## src/cagen_regs.svh

```systemverilog
// Summary of operation
// - relative branch: next instruction address plus sign-extended 8 or 16-bit displacement
// - displacement arithmetic is used by relative branches and based operands only
// - immediate jump loads 20-bit target, or 16-bit target with upper nibble zero
// - table call reads word at 0080H plus twice 5-bit index, into program counter
// - table call targets stay in 00000H-0FFFFH, upper nibble zero
// - pair jump joins code bank with pair; call any pair, branch accumulator pair only
// - implied operand exists only for unsigned multiply, selecting X
// - 3-bit field picks X,A,C,B,E,D,L,H; 2-bit field picks one of four pairs
// - direct operand uses 16-bit immediate in F0000H-FFFFFH without prefix
// - bank prefix supplies upper four address bits from upper bank register
// - short direct address from 8-bit field, always FFE20H-FFF1FH
// - word short direct operands must be even; odd field flagged
// - special-register address from 8-bit field, always FFF00H-FFFFFH
// - word special-register access must be even; odd field flagged
// - register indirect uses pair three or four, F region or prefixed bank
// - based adds 8 or 16-bit offset to pair, stack pointer, B, C or pair two
// - based indexed adds B or C to pair four, optional prefix
// - stack operations address memory through the stack pointer
// - stack addresses outside internal RAM are refused
`ifndef CAGEN_REGS_SVH
`define CAGEN_REGS_SVH

`define CAGEN_DATA_HI     4'hF
`define CAGEN_ZERO_HI     4'h0
`define CAGEN_TBL_BASE    16'h0080
`define CAGEN_SHORT_PAGE  12'hFFE
`define CAGEN_SFR_PAGE    12'hFFF
`define CAGEN_SHORT_SPLIT 8'h20
`define CAGEN_ADDR_RST    20'h00000
`define CAGEN_RAM_LO      20'hF8000
`define CAGEN_RAM_HI      20'hFFEFF

`endif

```

## src/cagen_pkg.sv

```systemverilog
package cagen_pkg;

    // operation selected by the decoder
    typedef enum logic [3:0] {
        OP_BR_REL8   = 4'h0,
        OP_BR_REL16  = 4'h1,
        OP_JMP_IMM20 = 4'h2,
        OP_JMP_IMM16 = 4'h3,
        OP_TBL_CALL  = 4'h4,
        OP_JMP_PAIR  = 4'h5,
        OP_UMUL_IMPL = 4'h6,
        OP_REG8      = 4'h7,
        OP_REG16     = 4'h8,
        OP_DIRECT    = 4'h9,
        OP_SHORT     = 4'hA,
        OP_SFR       = 4'hB,
        OP_REG_IND   = 4'hC,
        OP_BASED     = 4'hD,
        OP_BASED_IDX = 4'hE,
        OP_STACK     = 4'hF
    } cagen_op_t;

    // base register of based modes
    typedef enum logic [2:0] {
        BASE_P4  = 3'b000,
        BASE_P3  = 3'b001,
        BASE_STK = 3'b010,
        BASE_B   = 3'b011,
        BASE_C   = 3'b100,
        BASE_P2  = 3'b101
    } cagen_base_t;

    typedef enum logic [0:0] {
        ST_IDLE = 1'b0,
        ST_TBL  = 1'b1
    } cagen_state_t;

    typedef struct packed {
        logic        valid;
        cagen_op_t   op;
        logic        is_call;
        logic        bank_pfx;
        logic        word;
        logic        off_byte;
        logic [2:0]  reg_sel;
        logic [1:0]  pair_sel;
        cagen_base_t base_sel;
        logic [4:0]  tbl_idx;
        logic [7:0]  field8;
        logic [15:0] imm16;
        logic [19:0] imm20;
    } cagen_req_t;

    typedef struct packed {
        logic [19:0] next_instr_addr;
        logic [15:0] accum_pair;
        logic [15:0] pair_two;
        logic [15:0] pair_three;
        logic [15:0] pair_four;
        logic [15:0] stack_pointer;
        logic [3:0]  code_bank;
        logic [3:0]  upper_bank_register;
    } cagen_ctx_t;

    typedef struct packed {
        logic        prog_load;
        logic [19:0] prog_target;
        logic        dat_valid;
        logic [19:0] dat_addr;
        logic        dat_word;
        logic        stack_acc;
        logic        align_err;
        logic        bad_op;
        logic [7:0]  reg8;
        logic [15:0] reg16;
    } cagen_out_t;

endpackage

```

## src/cagen_core.sv

```systemverilog
`timescale 1ns/1ps
`default_nettype none
`include "cagen_regs.svh"

module cagen_core
    import cagen_pkg::*;
#(
    parameter logic [19:0] RAM_LO = `CAGEN_RAM_LO,
    parameter logic [19:0] RAM_HI = `CAGEN_RAM_HI
) (
    // clock and reset
    input  wire logic        clk_sys,
    input  wire logic        arst_n,
    input  wire logic        clk_en,
    // decoder side
    input  wire cagen_req_t  req,
    input  wire cagen_ctx_t  ctx,
    output logic             req_ready,
    // table word read
    output logic             tbl_rd_req,
    output logic [19:0]      tbl_rd_addr,
    input  wire logic        tbl_rd_valid,
    input  wire logic [15:0] tbl_rd_data,
    // results
    output cagen_out_t       res
);

    //------------------------------------------------------------
    // state
    //------------------------------------------------------------
    cagen_state_t state_q, state_d;
    cagen_out_t   out_q, out_d;
    logic         trd_q, trd_d;
    logic [19:0]  tad_q, tad_d;

    logic         take;
    logic [7:0]   byte_sel;
    logic [15:0]  pair_sel_val;
    logic [15:0]  base_val;
    logic [15:0]  off_val;
    logic [3:0]   data_hi;
    logic [19:0]  stk_addr;

    assign req_ready   = (state_q == ST_IDLE);
    assign take        = clk_en && req.valid && req_ready;
    assign tbl_rd_req  = trd_q;
    assign tbl_rd_addr = tad_q;
    assign res         = out_q;

    // register operand select: pair from top bits, byte from bit 0
    always_comb begin
        case (req.pair_sel)
            2'b00:   pair_sel_val = ctx.accum_pair;
            2'b01:   pair_sel_val = ctx.pair_two;
            2'b10:   pair_sel_val = ctx.pair_three;
            default: pair_sel_val = ctx.pair_four;
        endcase
        case (req.reg_sel)
            3'd0:    byte_sel = ctx.accum_pair[7:0];   // X
            3'd1:    byte_sel = ctx.accum_pair[15:8];  // A
            3'd2:    byte_sel = ctx.pair_two[7:0];     // C
            3'd3:    byte_sel = ctx.pair_two[15:8];    // B
            3'd4:    byte_sel = ctx.pair_three[7:0];   // E
            3'd5:    byte_sel = ctx.pair_three[15:8];  // D
            3'd6:    byte_sel = ctx.pair_four[7:0];    // L
            default: byte_sel = ctx.pair_four[15:8];   // H
        endcase
    end

    // base and offset of based modes, prefix nibble
    always_comb begin
        case (req.base_sel)
            BASE_P4:  base_val = ctx.pair_four;
            BASE_P3:  base_val = ctx.pair_three;
            BASE_STK: base_val = ctx.stack_pointer;
            BASE_B:   base_val = {8'h00, ctx.pair_two[15:8]};
            BASE_C:   base_val = {8'h00, ctx.pair_two[7:0]};
            default:  base_val = ctx.pair_two;
        endcase
        off_val  = req.off_byte ? {8'h00, req.imm16[7:0]} : req.imm16;
        data_hi  = req.bank_pfx ? ctx.upper_bank_register : `CAGEN_DATA_HI;
        stk_addr = {`CAGEN_DATA_HI, ctx.stack_pointer};
    end

    //------------------------------------------------------------
    // next state and results
    //------------------------------------------------------------
    always_comb begin
        state_d = state_q;
        trd_d   = 1'b0;
        tad_d   = tad_q;
        out_d   = out_q;
        out_d.prog_load = 1'b0;
        out_d.dat_valid = 1'b0;
        out_d.align_err = 1'b0;
        out_d.bad_op    = 1'b0;
        out_d.stack_acc = 1'b0;
        case (state_q)
            ST_IDLE: begin
                if (req.valid) begin
                    out_d.dat_word = req.word;
                    case (req.op)
                        OP_BR_REL8: begin
                            out_d.prog_load   = 1'b1;
                            out_d.prog_target = ctx.next_instr_addr + {{12{req.imm16[7]}}, req.imm16[7:0]};
                        end
                        OP_BR_REL16: begin
                            out_d.prog_load   = 1'b1;
                            out_d.prog_target = ctx.next_instr_addr + {{4{req.imm16[15]}}, req.imm16};
                        end
                        OP_JMP_IMM20: begin
                            out_d.prog_load   = 1'b1;
                            out_d.prog_target = req.imm20;
                        end
                        OP_JMP_IMM16: begin
                            out_d.prog_load   = 1'b1;
                            out_d.prog_target = {`CAGEN_ZERO_HI, req.imm16};
                        end
                        OP_TBL_CALL: begin
                            trd_d   = 1'b1;
                            tad_d   = {`CAGEN_ZERO_HI, `CAGEN_TBL_BASE + {10'h000, req.tbl_idx, 1'b0}};
                            state_d = ST_TBL;
                        end
                        OP_JMP_PAIR: begin
                            // branch form exists only for the accumulator pair
                            if (req.is_call || req.pair_sel == 2'b00) begin
                                out_d.prog_load   = 1'b1;
                                out_d.prog_target = {ctx.code_bank, pair_sel_val};
                            end else begin
                                out_d.bad_op = 1'b1;
                            end
                        end
                        OP_UMUL_IMPL: begin
                            out_d.reg8 = ctx.accum_pair[7:0];
                        end
                        OP_REG8: begin
                            out_d.reg8 = byte_sel;
                        end
                        OP_REG16: begin
                            out_d.reg16 = pair_sel_val;
                        end
                        OP_DIRECT: begin
                            out_d.dat_valid = 1'b1;
                            out_d.dat_addr  = {data_hi, req.imm16};
                        end
                        OP_SHORT: begin
                            out_d.dat_valid = 1'b1;
                            if (req.field8 >= `CAGEN_SHORT_SPLIT) begin
                                out_d.dat_addr = {`CAGEN_SHORT_PAGE, req.field8};
                            end else begin
                                out_d.dat_addr = {`CAGEN_SFR_PAGE, req.field8};
                            end
                            if (req.word && req.field8[0]) begin
                                out_d.align_err   = 1'b1;
                                out_d.dat_addr[0] = 1'b0;
                            end
                        end
                        OP_SFR: begin
                            out_d.dat_valid = 1'b1;
                            out_d.dat_addr  = {`CAGEN_SFR_PAGE, req.field8};
                            if (req.word && req.field8[0]) begin
                                out_d.align_err   = 1'b1;
                                out_d.dat_addr[0] = 1'b0;
                            end
                        end
                        OP_REG_IND: begin
                            out_d.dat_valid = 1'b1;
                            out_d.dat_addr  = {data_hi, req.pair_sel[0] ? ctx.pair_four : ctx.pair_three};
                        end
                        OP_BASED: begin
                            out_d.dat_valid = 1'b1;
                            out_d.dat_addr  = {data_hi, base_val + off_val};
                        end
                        OP_BASED_IDX: begin
                            out_d.dat_valid = 1'b1;
                            out_d.dat_addr  = {data_hi, ctx.pair_four + base_val};
                        end
                        default: begin
                            // stack outside the internal RAM window is refused
                            if (stk_addr >= RAM_LO && stk_addr <= RAM_HI) begin
                                out_d.dat_valid = 1'b1;
                                out_d.stack_acc = 1'b1;
                                out_d.dat_addr  = stk_addr;
                            end else begin
                                out_d.bad_op = 1'b1;
                            end
                        end
                    endcase
                end
            end
            default: begin
                // wait for the table word, upper nibble forced to zero
                if (tbl_rd_valid) begin
                    out_d.prog_load   = 1'b1;
                    out_d.prog_target = {`CAGEN_ZERO_HI, tbl_rd_data};
                    state_d           = ST_IDLE;
                end
            end
        endcase
    end

    // register stage, frozen while clk_en is low
    always_ff @(posedge clk_sys or negedge arst_n) begin
        if (!arst_n) begin
            state_q <= ST_IDLE;
            trd_q   <= 1'b0;
            tad_q   <= `CAGEN_ADDR_RST;
            out_q   <= '0;
        end else if (clk_en) begin
            state_q <= state_d;
            trd_q   <= trd_d;
            tad_q   <= tad_d;
            out_q   <= out_d;
        end
    end
endmodule // cagen_core

`default_nettype wire

```

## config.mk

```make
export PLATFORM = sky130hd
export DESIGN_NAME = cagen_core
export DESIGN_NICKNAME = d
export VERILOG_FILES = /design/src/cagen_pkg.sv /design/src/cagen_core.sv
export VERILOG_INCLUDE_DIRS = /design/src
export SDC_FILE = /design/constraint.sdc
export NUM_CORES = 1
export LEC_CHECK = 0
export BUFFER_PORTS_ARGS = -buffer_cell sky130_fd_sc_hd__buf_2
export CORE_UTILIZATION = 40
export CTS_CLUSTER_DIAMETER = 120
export DETAILED_ROUTE_END_ITERATION = 8
export PLACE_DENSITY = 0.69
export SETUP_SLACK_MARGIN = 0.1
export SLEW_MARGIN = 20
export SYNTH_ARGS = -nofsm -noshare
export SYNTH_HDL_FRONTEND = slang
export SYNTH_SLANG_ARGS = --single-unit
```

## constraint.sdc

```tcl
create_clock -name clk_sys -period 1.6 [get_ports clk_sys]
set_input_delay 0.32 -clock clk_sys [delete_from_list [all_inputs] [get_ports clk_sys]]
set_output_delay 0.32 -clock clk_sys [all_outputs]
set_load 0.01 [all_outputs]
```

# Word-level counts from Yosys, hierarchy flattened
# Index checks and enable logic that the tools add are counted.
op_classes:
  n_addsub: 5
  bitwise: 2
  n_lt_le_gt_ge: 3
  reduce_logical: 21
  muxes: 31
  n_eq_ne: 28
ops:
  columns: ["cell", "n"]
  rows:
  - ["case mux 21 bit (7 select lines)", 1]
  - ["case mux 21 bit (5 select lines)", 1]
  - ["2-to-1 mux 21 bit", 4]
  - ["case mux 16 bit (5 select lines)", 1]
  - ["2-to-1 mux 70 bit", 1]
  - ["case mux 8 bit (7 select lines)", 1]
  - ["2-to-1 mux 49 bit", 1]
  - ["2-to-1 mux 16 bit", 3]
  - ["case mux 16 bit (3 select lines)", 1]
  - ["adder 20 bit", 2]
  - ["adder 16 bit", 2]
  - ["== test 4 bit, second input constant", 7]
  - ["greater-or-equal comparator 20 bit, second input constant", 1]
  - ["<= comparator 20 bit, second input constant", 1]
  - ["== test 4 x 3 -> 1 bit, second input constant", 4]
  - ["case mux 8 bit (2 select lines)", 1]
  - ["OR reduction 15 bit", 1]
  - ["OR reduction 14 bit", 1]
  - ["2-to-1 mux 1 bit", 13]
  - ["== test 3 x 2 -> 1 bit, second input constant", 4]
  - ["== test 3 bit, second input constant", 4]
  - ["AND reduction 4 bit", 3]
  - ["AND reduction 5 bit", 2]
  - ["adder 8 x 6 -> 9 bit, first input constant", 1]
  - ["23 further kinds", 29]
word_totals:
  register_bits: 88
  elab_cells: 103
  output_inout_bits: 92
  in_bits: 194

# Logic depth before layout (Yosys ltp)
depth:
  ltp_word: 6
  mapped_depth: 14

# Worst setup path after synthesis
# Ideal clock, no wire load.
synth_path:
  path_type: "input to register"
  startpoint: "input req[50] in the netlist's numbering"
  endpoint: "register out_q (netlist bit res[38])"
  setup_slack_ps: -1678
  cell_stages: 13
  arrival_time_ps: 3152
  path_cell_list: "clkbuf_1 -> buf_1 -> mux4_2 -> mux2_2 -> ha_1 -> inv_1 -> fa_1 -> nor2b_4 -> o31a_4 -> o31a_4 -> a31oi_4 -> nor3_1 -> o32a_1"
synth_via:
  elab_chain_cells: 4
synth_rtl:
  columns: ["element", "line", "rtl"]
  rows:
  - ["start: declaration", "cagen_core.sv:16", "input wire cagen_req_t req,"]
  - ["== test 3 bit, or another cell as far along", "cagen_core.sv:72", "case (req.base_sel)"]
  - ["case mux 16 bit (5 select lines) *", "cagen_core.sv:72", null]
  - ["adder 16 bit (on tied branches)", "cagen_core.sv:176, cagen_core.sv:172", null]
  - ["case mux 21 bit (7 select lines) *", "cagen_core.sv:102", "case (req.op)"]
  - ["end signal: assignment", "cagen_core.sv:213", "out_q <= out_d;"]
  - ["end: declaration", "cagen_core.sv:32", "cagen_out_t out_q, out_d;"]
# Every way passes the cells marked *; elsewhere a longest branch is shown, timed or not.
# A chain may end at the register's enable or synchronous reset.

# Worst setup path after layout
layout_path:
  startpoint: "input req[63] in the netlist's numbering"
  endpoint: "register out_q (netlist bit res[42])"
layout_via:
  elab_chain_cells: 4
layout_rtl:
  columns: ["element"]
  rows:
  - ["parallel branches: the longest is 4 deep, another holds case mux 21 bit (7 select lines)"]
# Several ways; the timed one is not identified.

==> flow_summary.toml <==
[drt]
postRouteAntennaNets = 0
wire_per_inst_um = 23.24
drc = 0
drt_wl_total_um = 41250
via_per_inst = 6.069
dr.pass1.iters = 9
vias = 10770
drtIter0Drc = 988

[synth]
synthFlopType = "dfrtp_1"
yosysTopAreaCell = "dfrtp_1"
synth_cell_type_count = 81
ys_seq_elements = 78
synth_top_area_share = 0.2467
avgSynthCellArea_um2 = 8.609
yosys.cell_count.top_type = "a21oi_1"
synth_cells = 919
yosysSeqAreaShare = 0.2467
synthArstFlopShare = 1.000
synth_edf_count = 0
ys_warn_count = 0
syn_area_mm2 = 0.007911
ys_top_cells_by_area = "dfrtp_1 (25%), mux2_2 (6.5%), ha_1 (5.4%)"
synthTopCellsByCount = "a21oi_1 (81), dfrtp_1 (78), nand2_1 (75)"

[die]
row_count = 51
die_h_um = 142.6
ios = 286
core-area_mm2 = 0.01940
die-area_mm2 = 0.02034
die_w_um = 142.6
initial_utilization = 0.4078

[clock_network]
cts-root-buf = "clkbuf_16"
tritoncts = "built"
clk_pin_slew_ps = 70
cts-htree-levels = 3
clockBufferDepth = 2
cts_sinks = 78
clkLatencyLatePin_ps = 360
numCtsBuffers = 9

[worst_setup_path]
critPathCaptureType = "flop"
crit_required_ps = 1880
r2r_cells = 6
path_max_fanout = 6
startpoint = "req[63]"
r2r_setup_slack_ps = -160
critPathKind = "input pin to flop"
rr_startpoint = "state_q"
cp.arrival_ps = 2930
timing.rr.end = "res[40]"
crit_path_start_kind = "input pin"
setup.worst_path.end = "res[42]"

[sta]
finalHoldViolCount = 0
setup_viol = 39
slew_viol_final = 0
rsz0062_at_grt = "true"
finalCritPeriodShare = 1.655
tns_ps = -22700
skew_ps = 11.31
fmax_mhz = 377.7
worst_slew_pin_slew_ps = 641.4
slew_headroom = 0.5602
period_needed_ps = 2648
hold_slack_ps = 186.1
setup_slack_ps = -1048

[global_route]
grt_pass1_vias = 10410
antenna_found_initial = 0
gr-usage-all-layers = 0.3889
grt-busiest-layer = "met2"
grt_pass1_wl_um = 58570
grt-ovfl-total = 0
grt_max_degree = 34
gr-usage-met1 = 0.4715
met2_usage = 0.6533
use_met3 = 0.07109

[layout]
drive_above_1_share = 0.5861
antennaDiodeCount = 0
utilization = 0.7230
nets = 1735
area_delta_synth_final_pct = 77.29

[power_and_ir_drop]
p_per_area_mw_per_mm2 = 710.8
irDropWorstVdd_mv = 0.5568
p_leak_nw = 6.520

[place]
io_buffers = 271
gp_congestion = 1.083
preCtsSetupSlack_ps = -1562
dp.final_hpwl_um = 31250

[min_path]
hold_class = "input pin to flop"

[run_status]
violations = "negative setup slack"
status = "complete, but fails checks"

[job]
cap_violations = 0
==> power breakdown <==
part	total [mW]	switching [mW]	internal, mW	leakage, nW
Combinational	5.11	2.52	2.59	5.40
Sequential	2.67	0.272	2.40	0.978
Clock	2.19	0.963	1.22	0.143
==> cells by family after synthesis <==
group	share of synthesized area
AND/OR/NAND/NOR	0.1613
XOR/XNOR	0.02103
adder cells (fa/ha/maj)	0.05883
multiplexers	0.1537
AO/OA/AOI/OAI	0.2943
flip-flops	0.2467
buffers and inverters	0.06358
other	0.0004740
==> flip-flops by register name, summed over array words and instances (netlist names) <==
signal       cells
res             70
tbl_rd_req       1
tbl_rd_addr      6
state_q          1
==> placed cells by master, fill, tap and decap left out, drive strengths merged, types with 15 or more instances in the layout <==
cell and instances:
buf 637, a21oi 83, dfrtp 78, nand2 75
nor2 70, o21ai 61, mux2 46, mux2i 36
ha 34, a31oi 25, nand2b 25, a221oi 24
inv 20, nand3 20, o211ai 16, xnor2 16
mux4 15, nor3 15
==> per-stage QoR <==
step / std cells / total power, mW / cell area [um2]
after floorplan: 932 / 4.906 / 8612
after global placement: 1702 / 6.957 / 12220
after detailed placement: 1702 / 7.017 / 12220
after CTS: 1751 / 9.511 / 13360
after global routing: 1775 / 10.42 / 14030
final: 1775 / 9.970 / 14030
==> area by class of cell <==
cell class | instances | area (um2)
sequential | 78 | 1952
multi-input combinational | 758 | 6648
clock buffer | 10 | 229.0
fill | 1451 | 5373
clock inverter | 6 | 68.82
tap | 265 | 331.6
inverter | 18 | 70.07
timing repair buffer | 640 | 4727
==> metal layers <==
layer / up-vias / wire [um]
met3: 179 / 3647
met4: 0 / 2522
li1: 4690 / -
met2: 725 / 19470
met5: - / 0
met1: 5179 / 15610
==> critical path, cell delays in order <==
cell and delay [ps]:
buf_2 110, and4b_2 260, buf_12 150, mux2_4 210, ha_4 150, inv_2 50
fa_2 370, nor2b_4 150, o31a_4 140, o31a_4 150, a31oi_4 90, buf_6 130
or4_4 500, a41oi_2 130
==> worst min path at each step <==
stage	start	to	slack (ps)	cells past startpoint
global placement	arst_n	res[36]	210	1
CTS	tbl_rd_data[12]	res[61]	190	3
global route	req[48]	tbl_rd_addr[5]	190	2
floorplan	arst_n	res[0]	20	0
detailed placement	arst_n	res[36]	210	1
finish	tbl_rd_data[3]	res[52]	190	2
==> timing repair <==
item | in CTS | in global routing
hold endpoints to repair | 14 | 0
resized for setup | 128 | 99
gates cloned | 5 | 1
pin swaps | 52 | 74
setup endpoints to repair | 66 | 71
hold buffers | 1 | 0
buffers inserted | 27 | 28
No activity file was read; power rests on OpenSTA's default activity.
